<file path="src/throttle_monitor_pkg.sv">
// Purpose: constants and carrier types for the throttle pin monitor
// Assumes: 40 MHz core clock, 8-bit register port
// Notes:   temperatures carry two fraction bits (0.25 degree steps)
package throttle_monitor_pkg;
    // ------------------------------------------------------------
    // register offsets
    // ------------------------------------------------------------
    localparam logic [7:0] OFS_CFG_R1    = 8'h5f;
    localparam logic [7:0] OFS_CFG_LOC   = 8'h60;
    localparam logic [7:0] OFS_CFG_R2    = 8'h61;
    localparam logic [7:0] OFS_CRIT_R1   = 8'h6a;
    localparam logic [7:0] OFS_CRIT_LOC  = 8'h6b;
    localparam logic [7:0] OFS_CRIT_R2   = 8'h6c;
    localparam logic [7:0] OFS_STATUS2   = 8'h42;
    localparam logic [7:0] OFS_MASK2     = 8'h75;
    localparam logic [7:0] OFS_CFG3      = 8'h78;
    localparam logic [7:0] OFS_TIMER     = 8'h79;
    localparam logic [7:0] OFS_LIMIT     = 8'h7a;
    localparam logic [7:0] OFS_CFG4      = 8'h7d;
    // ------------------------------------------------------------
    // field positions and reset values
    // ------------------------------------------------------------
    localparam int         BIT_PIN_OUT_EN = 3;
    localparam int         BIT_FLAG       = 5;
    localparam int         BIT_THR_EN     = 1;
    localparam int         BIT_FULL_SPEED = 2;
    localparam int         BIT_PIN_SELECT = 1;
    localparam int         BIT_ALERT_AUX  = 0;
    localparam logic [7:0] RST_CFG3       = 8'h02;
    localparam logic [7:0] RST_ZERO       = 8'h00;
    localparam logic [7:0] TIMER_FULL     = 8'hff;
    localparam logic [7:0] TIMER_FIRST    = 8'h01;
    localparam logic [7:0] TIMER_SECOND   = 8'h02;
    localparam logic [7:0] DUTY_FULL      = 8'hff;
    localparam logic [7:0] DUTY_OFF       = 8'h00;
    // ------------------------------------------------------------
    // timing
    // ------------------------------------------------------------
    localparam int CLK_PERIOD_NS = 25;
    localparam int TICK_TIME_NS  = 22_760_000;
    localparam int TICK_CYCLES   = TICK_TIME_NS / CLK_PERIOD_NS;
    // ------------------------------------------------------------
    // types
    // ------------------------------------------------------------
    typedef enum logic [3:0] {
        PH_EMPTY = 4'b0001,
        PH_FIRST = 4'b0010,
        PH_HALF  = 4'b0100,
        PH_RUN   = 4'b1000
    } phase_t;
    typedef struct packed {
        logic [7:0] addr;
        logic       wr;
        logic       rd;
        logic [7:0] wdata;
    } reg_req_t;
    typedef struct packed {
        logic       valid;
        logic [9:0] value;
    } temp_meas_t;
    typedef struct packed {
        logic       auto_mode;
        logic       above_start;
        logic [7:0] duty;
    } fan_ctrl_t;
endpackage

</file>
<file path="src/thermal_throttle_pin_monitor.sv">
// Purpose: throttle pin select, assertion timer, limit flag, fan
//          full-speed override and over-temperature pin drive
// Assumes: inputs synchronous to CORE_CLK_I except the pin inputs
// Notes:   register read data appears one cycle after the strobe
`timescale 1ns/10ps
// Operation
// [RL1] throttle function sits on one pin only, chosen by select bit
// [RL2] full-speed bit forces running fans to full duty while pin held low
// [RL3] only fans already running are forced; stopped fans unchanged
// [RL4] full-speed bit clear leaves fan settings untouched
// [RL5] timer counts while asserted, pauses on release, then resumes
// [RL6] timer saturates at full scale until cleared
// [RL7] first assertion after clear sets timer bit 0 at once
// [RL8] past two ticks timer becomes 2; bit 0 then weighs one tick
// [RL9] reading the timer returns it and clears it
// [RL10] read during assertion clears, sets bit 0 again, keeps counting
// [RL11] read during assertion with limit zero sets the flag again
// [RL12] host-writable 8-bit limit register
// [RL13] timer above limit sets status flag and raises alert
// [RL14] mask bit blocks alert, flag still set
// [RL15] limit 0 alerts on first assertion, limit 1 after two ticks
// [RL16] host clears flag by reading status after timer read
// [RL17] enabled channel above critical by a quarter degree drives pin low
// [RL18] pin held low until a later measurement is at or below limit
// [RL19] three critical-limit registers: remote 1, local, remote 2
// [RL20] bit 3 of each channel config enables pin drive
// [RL21] config four bit 0 turns aux pin into open-drain alert
// [RL22] flag sticky; cleared by status read once cause is gone
// [RL23] alert stays while unmasked flag remains set
// [RL24] pin input synchronised and own drive excluded
// [RL25] prescaler gives one tick per 22.76 ms of assertion
module thermal_throttle_pin_monitor
    import throttle_monitor_pkg::*;
#(
    parameter int TICK_CYC = throttle_monitor_pkg::TICK_CYCLES
) (
    // clock and reset
    input  wire logic                             CORE_CLK_I,
    input  wire logic                             RST_I,
    // register port
    input  wire throttle_monitor_pkg::reg_req_t   REG_REQ_I,
    output      logic [7:0]                       REG_RDATA_O,
    // throttle pins: fan-tach-shared (a) and alternate (b)
    input  wire logic                             PIN_A_I,
    output      logic                             PIN_A_O,
    output      logic                             PIN_A_OE_O,
    input  wire logic                             PIN_B_I,
    output      logic                             PIN_B_O,
    output      logic                             PIN_B_OE_O,
    // aux pin used as alert
    output      logic                             AUX_PIN_O,
    output      logic                             AUX_PIN_OE_O,
    output      logic                             ALERT_N_O,
    // temperature measurements: remote 1, local, remote 2
    input  wire throttle_monitor_pkg::temp_meas_t [2:0] TEMP_I,
    // fans
    input  wire throttle_monitor_pkg::fan_ctrl_t  [2:0] FAN_I,
    output      logic [2:0][7:0]                  FAN_DUTY_O,
    output      logic                             FLAG_O
);
    import throttle_monitor_pkg::*;

    localparam int PW = $clog2(TICK_CYC);

    if (TICK_CYC < 2) begin : g_bad_tick
        $error("TICK_CYC must be at least 2");
    end

    // ------------------------------------------------------------
    // state
    // ------------------------------------------------------------
    typedef struct packed {
        logic [2:0][7:0] cfg;
        logic [2:0][7:0] crit;
        logic [7:0]      mask2;
        logic [7:0]      cfg3;
        logic [7:0]      cfg4;
        logic [7:0]      limit;
        logic [7:0]      timer;
        phase_t          phase;
        logic [PW-1:0]   presc;
        logic            flag;
        logic [2:0]      hot;
        logic            drive;
        logic [1:0]      drive_hist;
        logic            sync1;
        logic            sync2;
        logic [2:0][7:0] duty;
        logic [7:0]      rdata;
    } state_t;

    state_t s_q;
    state_t s_d;
    logic   ext;
    logic   tick;
    logic   rd_timer;
    logic   rd_status;
    logic   over;
    logic   full_speed_on_throttle;
    logic [2:0] running;

    // ------------------------------------------------------------
    // next state
    // ------------------------------------------------------------
    always_comb begin
        s_d = s_q;
        // pin mux ahead of the synchroniser
        s_d.sync1 = s_q.cfg4[BIT_PIN_SELECT] ? ~PIN_B_I : ~PIN_A_I;
        s_d.sync2 = s_q.sync1;                            // see [RL24]
        s_d.drive_hist = {s_q.drive_hist[0], s_q.drive};
        // own drive masked until it has left the synchroniser
        ext = s_q.sync2 & s_q.cfg3[BIT_THR_EN] & ~s_q.drive
              & ~(|s_q.drive_hist);                       // see [RL24]
        rd_timer  = REG_REQ_I.rd && (REG_REQ_I.addr == OFS_TIMER);
        rd_status = REG_REQ_I.rd && (REG_REQ_I.addr == OFS_STATUS2);

        // register writes
        if (REG_REQ_I.wr) begin
            case (REG_REQ_I.addr)
                OFS_CFG_R1:   s_d.cfg[0]  = REG_REQ_I.wdata;
                OFS_CFG_LOC:  s_d.cfg[1]  = REG_REQ_I.wdata;
                OFS_CFG_R2:   s_d.cfg[2]  = REG_REQ_I.wdata;
                OFS_CRIT_R1:  s_d.crit[0] = REG_REQ_I.wdata; // see [RL19]
                OFS_CRIT_LOC: s_d.crit[1] = REG_REQ_I.wdata;
                OFS_CRIT_R2:  s_d.crit[2] = REG_REQ_I.wdata;
                OFS_MASK2:    s_d.mask2   = REG_REQ_I.wdata;
                OFS_CFG3:     s_d.cfg3    = REG_REQ_I.wdata;
                OFS_CFG4:     s_d.cfg4    = REG_REQ_I.wdata;
                OFS_LIMIT:    s_d.limit   = REG_REQ_I.wdata; // see [RL12]
                default:      s_d.rdata   = s_q.rdata;
            endcase
        end

        // register reads; unmapped offsets read zero
        if (REG_REQ_I.rd) begin
            case (REG_REQ_I.addr)
                OFS_CFG_R1:   s_d.rdata = s_q.cfg[0];
                OFS_CFG_LOC:  s_d.rdata = s_q.cfg[1];
                OFS_CFG_R2:   s_d.rdata = s_q.cfg[2];
                OFS_CRIT_R1:  s_d.rdata = s_q.crit[0];
                OFS_CRIT_LOC: s_d.rdata = s_q.crit[1];
                OFS_CRIT_R2:  s_d.rdata = s_q.crit[2];
                OFS_STATUS2:  s_d.rdata = {2'b00, s_q.flag, 5'b00000};
                OFS_MASK2:    s_d.rdata = s_q.mask2;
                OFS_CFG3:     s_d.rdata = s_q.cfg3;
                OFS_TIMER:    s_d.rdata = s_q.timer;
                OFS_LIMIT:    s_d.rdata = s_q.limit;
                OFS_CFG4:     s_d.rdata = s_q.cfg4;
                default:      s_d.rdata = RST_ZERO;
            endcase
        end

        // prescaler runs only while asserted
        tick = ext && (s_q.presc == PW'(TICK_CYC - 1));   // see [RL25]
        if (ext) begin
            s_d.presc = tick ? '0 : s_q.presc + 1'b1;     // see [RL5]
        end

        // assertion timer
        if (rd_timer) begin
            s_d.timer = RST_ZERO;                         // see [RL9]
            s_d.phase = PH_EMPTY;
            s_d.presc = '0;
            if (ext) begin
                s_d.timer = TIMER_FIRST;                  // see [RL10]
                s_d.phase = PH_FIRST;
            end
        end else begin
            case (s_q.phase)
                PH_EMPTY: begin
                    if (ext) begin
                        s_d.timer = TIMER_FIRST;          // see [RL7]
                        s_d.phase = PH_FIRST;
                    end
                end
                PH_FIRST: begin
                    if (tick) begin
                        s_d.phase = PH_HALF;
                    end
                end
                PH_HALF: begin
                    if (tick) begin
                        s_d.timer = TIMER_SECOND;         // see [RL8]
                        s_d.phase = PH_RUN;
                    end
                end
                PH_RUN: begin
                    if (tick && s_q.timer != TIMER_FULL) begin
                        s_d.timer = s_q.timer + 8'h01;    // see [RL6]
                    end
                end
                default: begin
                    s_d.phase = PH_EMPTY;
                end
            endcase
        end

        // sticky flag: a new cause beats the clearing read
        over = s_q.cfg3[BIT_THR_EN]
               && (s_q.timer > s_q.limit);               // see [RL11] [RL15]
        s_d.flag = over | (s_q.flag & ~rd_status);  // see [RL13] [RL22]

        // over-temperature drive, changed by fresh measurements, by clearing a channel's pin enable, or by setting or clearing the throttle enable
        for (int i = 0; i < 3; i++) begin
            if (!s_q.cfg[i][BIT_PIN_OUT_EN]) begin
                s_d.hot[i] = 1'b0;                        // see [RL20]
            end else if (TEMP_I[i].valid) begin
                s_d.hot[i] = TEMP_I[i].value >
                             {s_q.crit[i], 2'b00};        // see [RL17]
            end
        end
        s_d.drive = (|s_d.hot) & s_q.cfg3[BIT_THR_EN];   // see [RL18]

        // fan override
        full_speed_on_throttle = s_q.cfg3[BIT_FULL_SPEED] && ext;
        for (int i = 0; i < 3; i++) begin
            running[i] = FAN_I[i].auto_mode ? FAN_I[i].above_start
                         : (FAN_I[i].duty != DUTY_OFF);   // see [RL3]
            s_d.duty[i] = (full_speed_on_throttle && running[i]) ? DUTY_FULL
                          : FAN_I[i].duty;          // see [RL2] [RL4]
        end
    end

    always_ff @(posedge CORE_CLK_I or posedge RST_I) begin
        if (RST_I) begin
            s_q            <= '0;
            s_q.cfg3       <= RST_CFG3;
            s_q.phase      <= PH_EMPTY;
        end else begin
            s_q <= s_d;
        end
    end

    // ------------------------------------------------------------
    // outputs
    // ------------------------------------------------------------
    assign REG_RDATA_O  = s_q.rdata;
    assign FAN_DUTY_O   = s_q.duty;
    assign FLAG_O       = s_q.flag;
    assign PIN_A_O      = 1'b0;
    assign PIN_B_O      = 1'b0;
    assign PIN_A_OE_O   = s_q.drive & ~s_q.cfg4[BIT_PIN_SELECT]; // see [RL1]
    assign PIN_B_OE_O   = s_q.drive & s_q.cfg4[BIT_PIN_SELECT];  // see [RL1]
    assign ALERT_N_O    = ~(s_q.flag
                            & ~s_q.mask2[BIT_FLAG]); // see [RL14] [RL23]
    assign AUX_PIN_O    = 1'b0;
    assign AUX_PIN_OE_O = ~ALERT_N_O & s_q.cfg4[BIT_ALERT_AUX]; // see [RL21]
endmodule // thermal_throttle_pin_monitor

</file>
<file path="config.mk">
export PLATFORM = sky130hd
export DESIGN_NAME = thermal_throttle_pin_monitor
export DESIGN_NICKNAME = d
export VERILOG_FILES = /design/src/throttle_monitor_pkg.sv /design/src/thermal_throttle_pin_monitor.sv
export SDC_FILE = /design/constraint.sdc
export NUM_CORES = 1
export LEC_CHECK = 0
export ABC_CLOCK_PERIOD_IN_PS = 6500
export BUFFER_PORTS_ARGS = -buffer_cell sky130_fd_sc_hd__buf_2
export CAP_MARGIN = 20
export CORE_UTILIZATION = 35
export CTS_BUF_LIST = sky130_fd_sc_hd__clkbuf_4
export CTS_CLUSTER_SIZE = 40
export DETAILED_ROUTE_END_ITERATION = 7
export GPL_TIMING_DRIVEN = 0
export PLACE_DENSITY = 0.65
export SLEW_MARGIN = 20
export SYNTH_ARGS = -nofsm -noshare
export SYNTH_HDL_FRONTEND = slang
export SYNTH_SLANG_ARGS = --single-unit
</file>
<file path="constraint.sdc">
create_clock -name CORE_CLK_I -period 6.5 [get_ports CORE_CLK_I]
set_input_delay 1.625 -clock CORE_CLK_I [delete_from_list [all_inputs] [get_ports CORE_CLK_I]]
set_output_delay 1.625 -clock CORE_CLK_I [all_outputs]
set_load 0.005 [all_outputs]
</file>
# After elaboration in Yosys (flattened, before gate mapping)
# Cells that the tools add are included.
# totals
reg_bits	153
in_bits	85
out_inout_bits	40
elab_cells	123
# classes
n_addsub	2
order_cmp	4
eq_ne	23
n_mux	25
bitwise_logic	18
reduce_logical	28
# ops
op	count
== test 8 x 7 -> 1 bit (second input constant)	12
one-hot mux 8 bit (12 select lines)	1
2-to-1 mux 20 bit	3
2-to-1 mux 12 bit	3
2-to-1 mux 8 bit	4
> comparator 10 bit	3
one-hot mux 8 bit (3 select lines)	1
nonzero test 8 bit	3
adder 20 x 1 -> 20 bit (second input constant)	1
== test 20 bit (second input constant)	1
AND reduction 2 bit	10
one-hot mux 4 bit (4 select lines)	1
inequality test 3 bit (second input constant)	4
2-to-1 mux 1 bit	10
AND 1 bit	9
logical AND 1 bit	9
adder 8 x 1 -> 8 bit (second input constant)	1
> comparator 8 bit	1
inequality test 8 bit (second input constant)	1
NOT 1 bit	8
AND reduction 4 bit	2
2-to-1 mux 5 bit	1
== test 4 x 1 -> 1 bit (second input constant)	1
== test 4 x 2 -> 1 bit (second input constant)	1
other kinds (9)	9

# Logic depth before layout (Yosys ltp)
# depth
depth_word	8
depth_mapped	8
mapped_depth_nobuf	8

# Least setup slack after synthesis
# Ideal clock, no wire load.
# synth_path
path_kind	input -> register
startpoint	input port REG_REQ_I[12] in the netlist's numbering
endpoint	register s_q (netlist bit REG_RDATA_O[3])
setup_ps	118
arrival_ps	3131
path_slack_ps	3251
stages	7
n_path_buf	1
cell_sequence	clkbuf_1 nor2b_1 and2_1 o21a_1 o41ai_2 a31oi_1 a21o_1
# synth_via
elab_chain_cells	2
elab_cells_between_ends	13
cone_classes	eq/ne (12); mux (1)
# synth_lines
element	line_no	source
start, declared	thermal_throttle_pin_monitor.sv:41	input wire throttle_monitor_pkg::reg_req_t REG_REQ_I,
== test 8 x 7 -> 1 bit	thermal_throttle_pin_monitor.sv:136	case (REG_REQ_I.addr)
one-hot mux 8 bit (12 select lines) *	thermal_throttle_pin_monitor.sv:136	
end, declared	thermal_throttle_pin_monitor.sv:92	state_t s_q;
# Mark *: on every way between the ends. The rest lies on a longest branch, timed or not.
# A chain may end at the register's enable or synchronous reset.

# Worst setup path in the final report
# layout_path
startpoint	input port REG_REQ_I[11] in the netlist's numbering
endpoint	register s_q[54] in the netlist's numbering
# layout_via
elab_chain_cells	3
elab_cells_between_ends	4
cone_classes	eq/ne (1); mux (1); reduce/logical (2)
# layout_lines
element	line_no	source
== test 8 x 7 -> 1 bit *	thermal_throttle_pin_monitor.sv:114	rd_timer = REG_REQ_I.rd && (REG_REQ_I.addr == OFS_TIMER);
logical AND 1 bit *	thermal_throttle_pin_monitor.sv:114	
2-to-1 mux 20 bit / nonzero test 2 bit (equally long branches)	--	
# Marked as above.

==> results.json <==
{
  "hold_path_startpoint": "s_d[32]",
  "cts_setup_buffers": 0,
  "synth_cells": 796,
  "ios": 125,
  "antenna_found_initial": 1,
  "vias": 6605,
  "period_needed_ns": 3.50,
  "status": "finished, final reports clean",
  "synth_flop_cell": "dfrtp_1",
  "die_w_microns": 156,
  "dp_hpwl_mm": 16.2,
  "cp-end-kind": "flip-flop",
  "wl_mm": 21.8,
  "gr-usage-all-layers_pct": 18.7,
  "avgViaCountPerCell": 5.25,
  "synth_edf_count": 0,
  "hold_violations": 0,
  "ir_worst_vdd_uv": 108,
  "ant_nets": 0,
  "placed_cell_area_sq_um": 9320,
  "core_sq_um": 23400,
  "report.final.slew_viol_count": 0,
  "grt-ovfl-total": 0,
  "clk_latency_ns": 0.57,
  "cts_num_sinks": 153,
  "grt_pass1_wl_mm": 35.0,
  "crit_start": "REG_REQ_I[11]",
  "grt_max_degree": 101,
  "port_buffers": 107,
  "reg2reg_from": "s_d[34]",
  "clock-root-buffer": "clkbuf_4",
  "holdBufCountCts": 0,
  "grt_pass1_vias": 6490,
  "row_count": 56,
  "final_layout_size_suffix_gt1_share_pct": 31.7,
  "die_h_microns": 156,
  "drc": 0,
  "area_growth_pct": 15.7,
  "power.leakage_nw": 4.53,
  "clock_path_buffers": 2,
  "cts-buffers-inserted": 17,
  "ys_ff_latch": 153,
  "htree_levels": 4,
  "fin_skew_ns": 0.0226,
  "yosys_warnings": 0,
  "syn_avg_cell_area_sq_um": 10.5,
  "initial_core_util_pct": 35.7,
  "relSlewSlack_pct": 38.3,
  "wire_per_inst_microns": 17.4,
  "rsz0062_at_grt": "no",
  "finalNetCount": 1044,
  "drtIter0Drc": 525,
  "tns_ns": 0,
  "final_area_sq_um": 9660,
  "cp.arrival_ns": 3.94,
  "yosysUniqueCellTypes": 75,
  "cap_viol_max_count": 0,
  "clkTransAtPathRegs_ns": 0.14,
  "cts_tree": "built",
  "globalplace.congestion": 0.941,
  "crit_fanout": 10,
  "firstDrtPassIters": 5,
  "synth_area_sq_um": 8350,
  "power_density_nw_per_um2": 203,
  "dieArea_sq_um": 24500,
  "reg2reg_depth": 6,
  "synth_async_sr_flop_share_pct": 100,
  "tightestPinTransition_ns": 0.916,
  "cts-resized-gates": 0,
  "critPathLaunchType": "input port",
  "setup_viol": 0,
  "critical_path_class": "input port to flip-flop",
  "worstPathRequired_ns": 6.94,
  "period_share_pct": 53.8,
  "hold_class": "flip-flop to flip-flop",
  "whs_path_depth": 0,
  "max_freq_mhz": 286,
  "seq_area_frac_synth_pct": 45.9
}
final timing paths:
path | to | slack [ns]
worst min register to register | s_q[32] | 0.37
max in group asynchronous | s_q[90] | 4.63
min in group asynchronous | FAN_DUTY_O[11] | 1.04
worst max register to register | s_q[72] | 3.99
worst max-delay path | s_q[54] | 3.00
worst min-delay path | s_q[32] | 0.37
per-stage QoR:
stage | std cells | worst slack [ns] | power (mW) | hold slack, ns | util, %
final | 1258 | 3.00 | 1.96 | 0.366 | 41.3
after global placement | 1224 | -1.07 | 1.30 | 0.336 | 39.7
after detailed placement | 1225 | 2.49 | 1.31 | 0.337 | 39.8
after CTS | 1257 | 3.09 | 1.98 | 0.368 | 41.2
after global routing | 1258 | 2.77 | 2.06 | 0.371 | 41.3
after floorplan | 798 | 0.757 | 1.20 | 0.331 | -
metal layers:
metal / up-vias / part of all wire (%) / track usage (%) / wire, microns
li1: 3101 / - / - / -
met1: 3224 / 47 / 26.7 / 10300
met2: 253 / 44 / 28.3 / 9630
met3: 27 / 7.3 / 4.38 / 1580
met4: 0 / 1.5 / 5.00 / 331
met5: - / 0 / 0 / 0
report_power, final:
part | leakage, nW | switching, mW | internal (mW) | total, mW
sequential | 2.04 | 0.0450 | 1.00 | 1.04
combinational | 2.32 | 0.136 | 0.112 | 0.248
clock | 0.170 | 0.389 | 0.282 | 0.671
total | 4.53 | 0.569 | 1.39 | 1.96
worst max-delay path, cell delays in order:
cell	delay, ns
buf_2	0.12
clkbuf_1	0.25
nor2b_1	0.39
nand4_1	0.48
a211oi_2	0.63
and3_1	0.26
xnor2_1	0.11
nor2_1	0.05
layout by cell type, fill, tap and decap left out, drive strengths merged, types with 11 or more instances in the layout:
| master | Yosys | layout |
|---|---|---|
| a21oi | 31 | 31 |
| nand2 | 50 | 50 |
| a22oi | 12 | 12 |
| inv | 42 | 51 |
| o21ai | 23 | 23 |
| dfrtp | 151 | 151 |
| nand2b | 13 | 13 |
| nand3 | 32 | 32 |
| mux2 | 83 | 83 |
| clkbuf | 14 | 31 |
| ha | 34 | 34 |
| or2 | 18 | 18 |
| nor3 | 11 | 11 |
| nand4 | 15 | 15 |
| buf | 51 | 159 |
| and3 | 13 | 13 |
| xor2 | 11 | 11 |
| nor2 | 45 | 45 |
cells in the mapped netlist, drive strengths merged (5+ instances only):
master | number | area share, %
dfrtp | 151 | 45
mux2 | 83 | 11
buf | 51 | 3.9
nand2 | 50 | 2.2
nor2 | 45 | 2.0
inv | 42 | 1.9
ha | 34 | 5.1
nand3 | 32 | 1.9
a21oi | 31 | 1.9
o21ai | 23 | 1.4
or2 | 18 | 1.3
nand4 | 15 | 1.2
clkbuf | 14 | 0.64
and3 | 13 | 0.97
nand2b | 13 | 0.97
a22oi | 12 | 1.1
nor3 | 11 | 0.66
xor2 | 11 | 1.2
a211oi | 10 | 1.0
and2 | 10 | 0.75
nor2b | 10 | 0.75
nor4 | 10 | 0.93
mux2i | 9 | 1.1
a21o | 7 | 0.63
a31oi | 7 | 0.52
xnor2 | 6 | 0.63
a22o | 5 | 0.52
nor4b | 5 | 0.78
flip-flops by register name (all words and copies together) (netlist names):
register / count
s_d: 3
REG_RDATA_O: 8
FAN_DUTY_O: 24
s_q: 117
FLAG_O: 1
logic make-up after synthesis:
kind of cell	synth area share [%]
flip-flops	45.9
buffers and inverters	6.52
AO/OA/AOI/OAI	11.1
other	0.0449
XOR/XNOR	1.78
AND/OR/NAND/NOR	17.2
multiplexers	12.3
adder cells (fa/ha/maj)	5.10
layout make-up:
type / count / area (sq um)
diodes: 1 / 2.50
well taps: 319 / 399
repair buffers: 108 / 563
flip-flops and latches: 153 / 3830
fillers: 2343 / 13700
clock inverters: 15 / 203
plain buffers: 65 / 383
multi-input cells: 537 / 3980
clock buffers: 17 / 128
inverters: 43 / 169
Power figures use the tool's default switching activity.
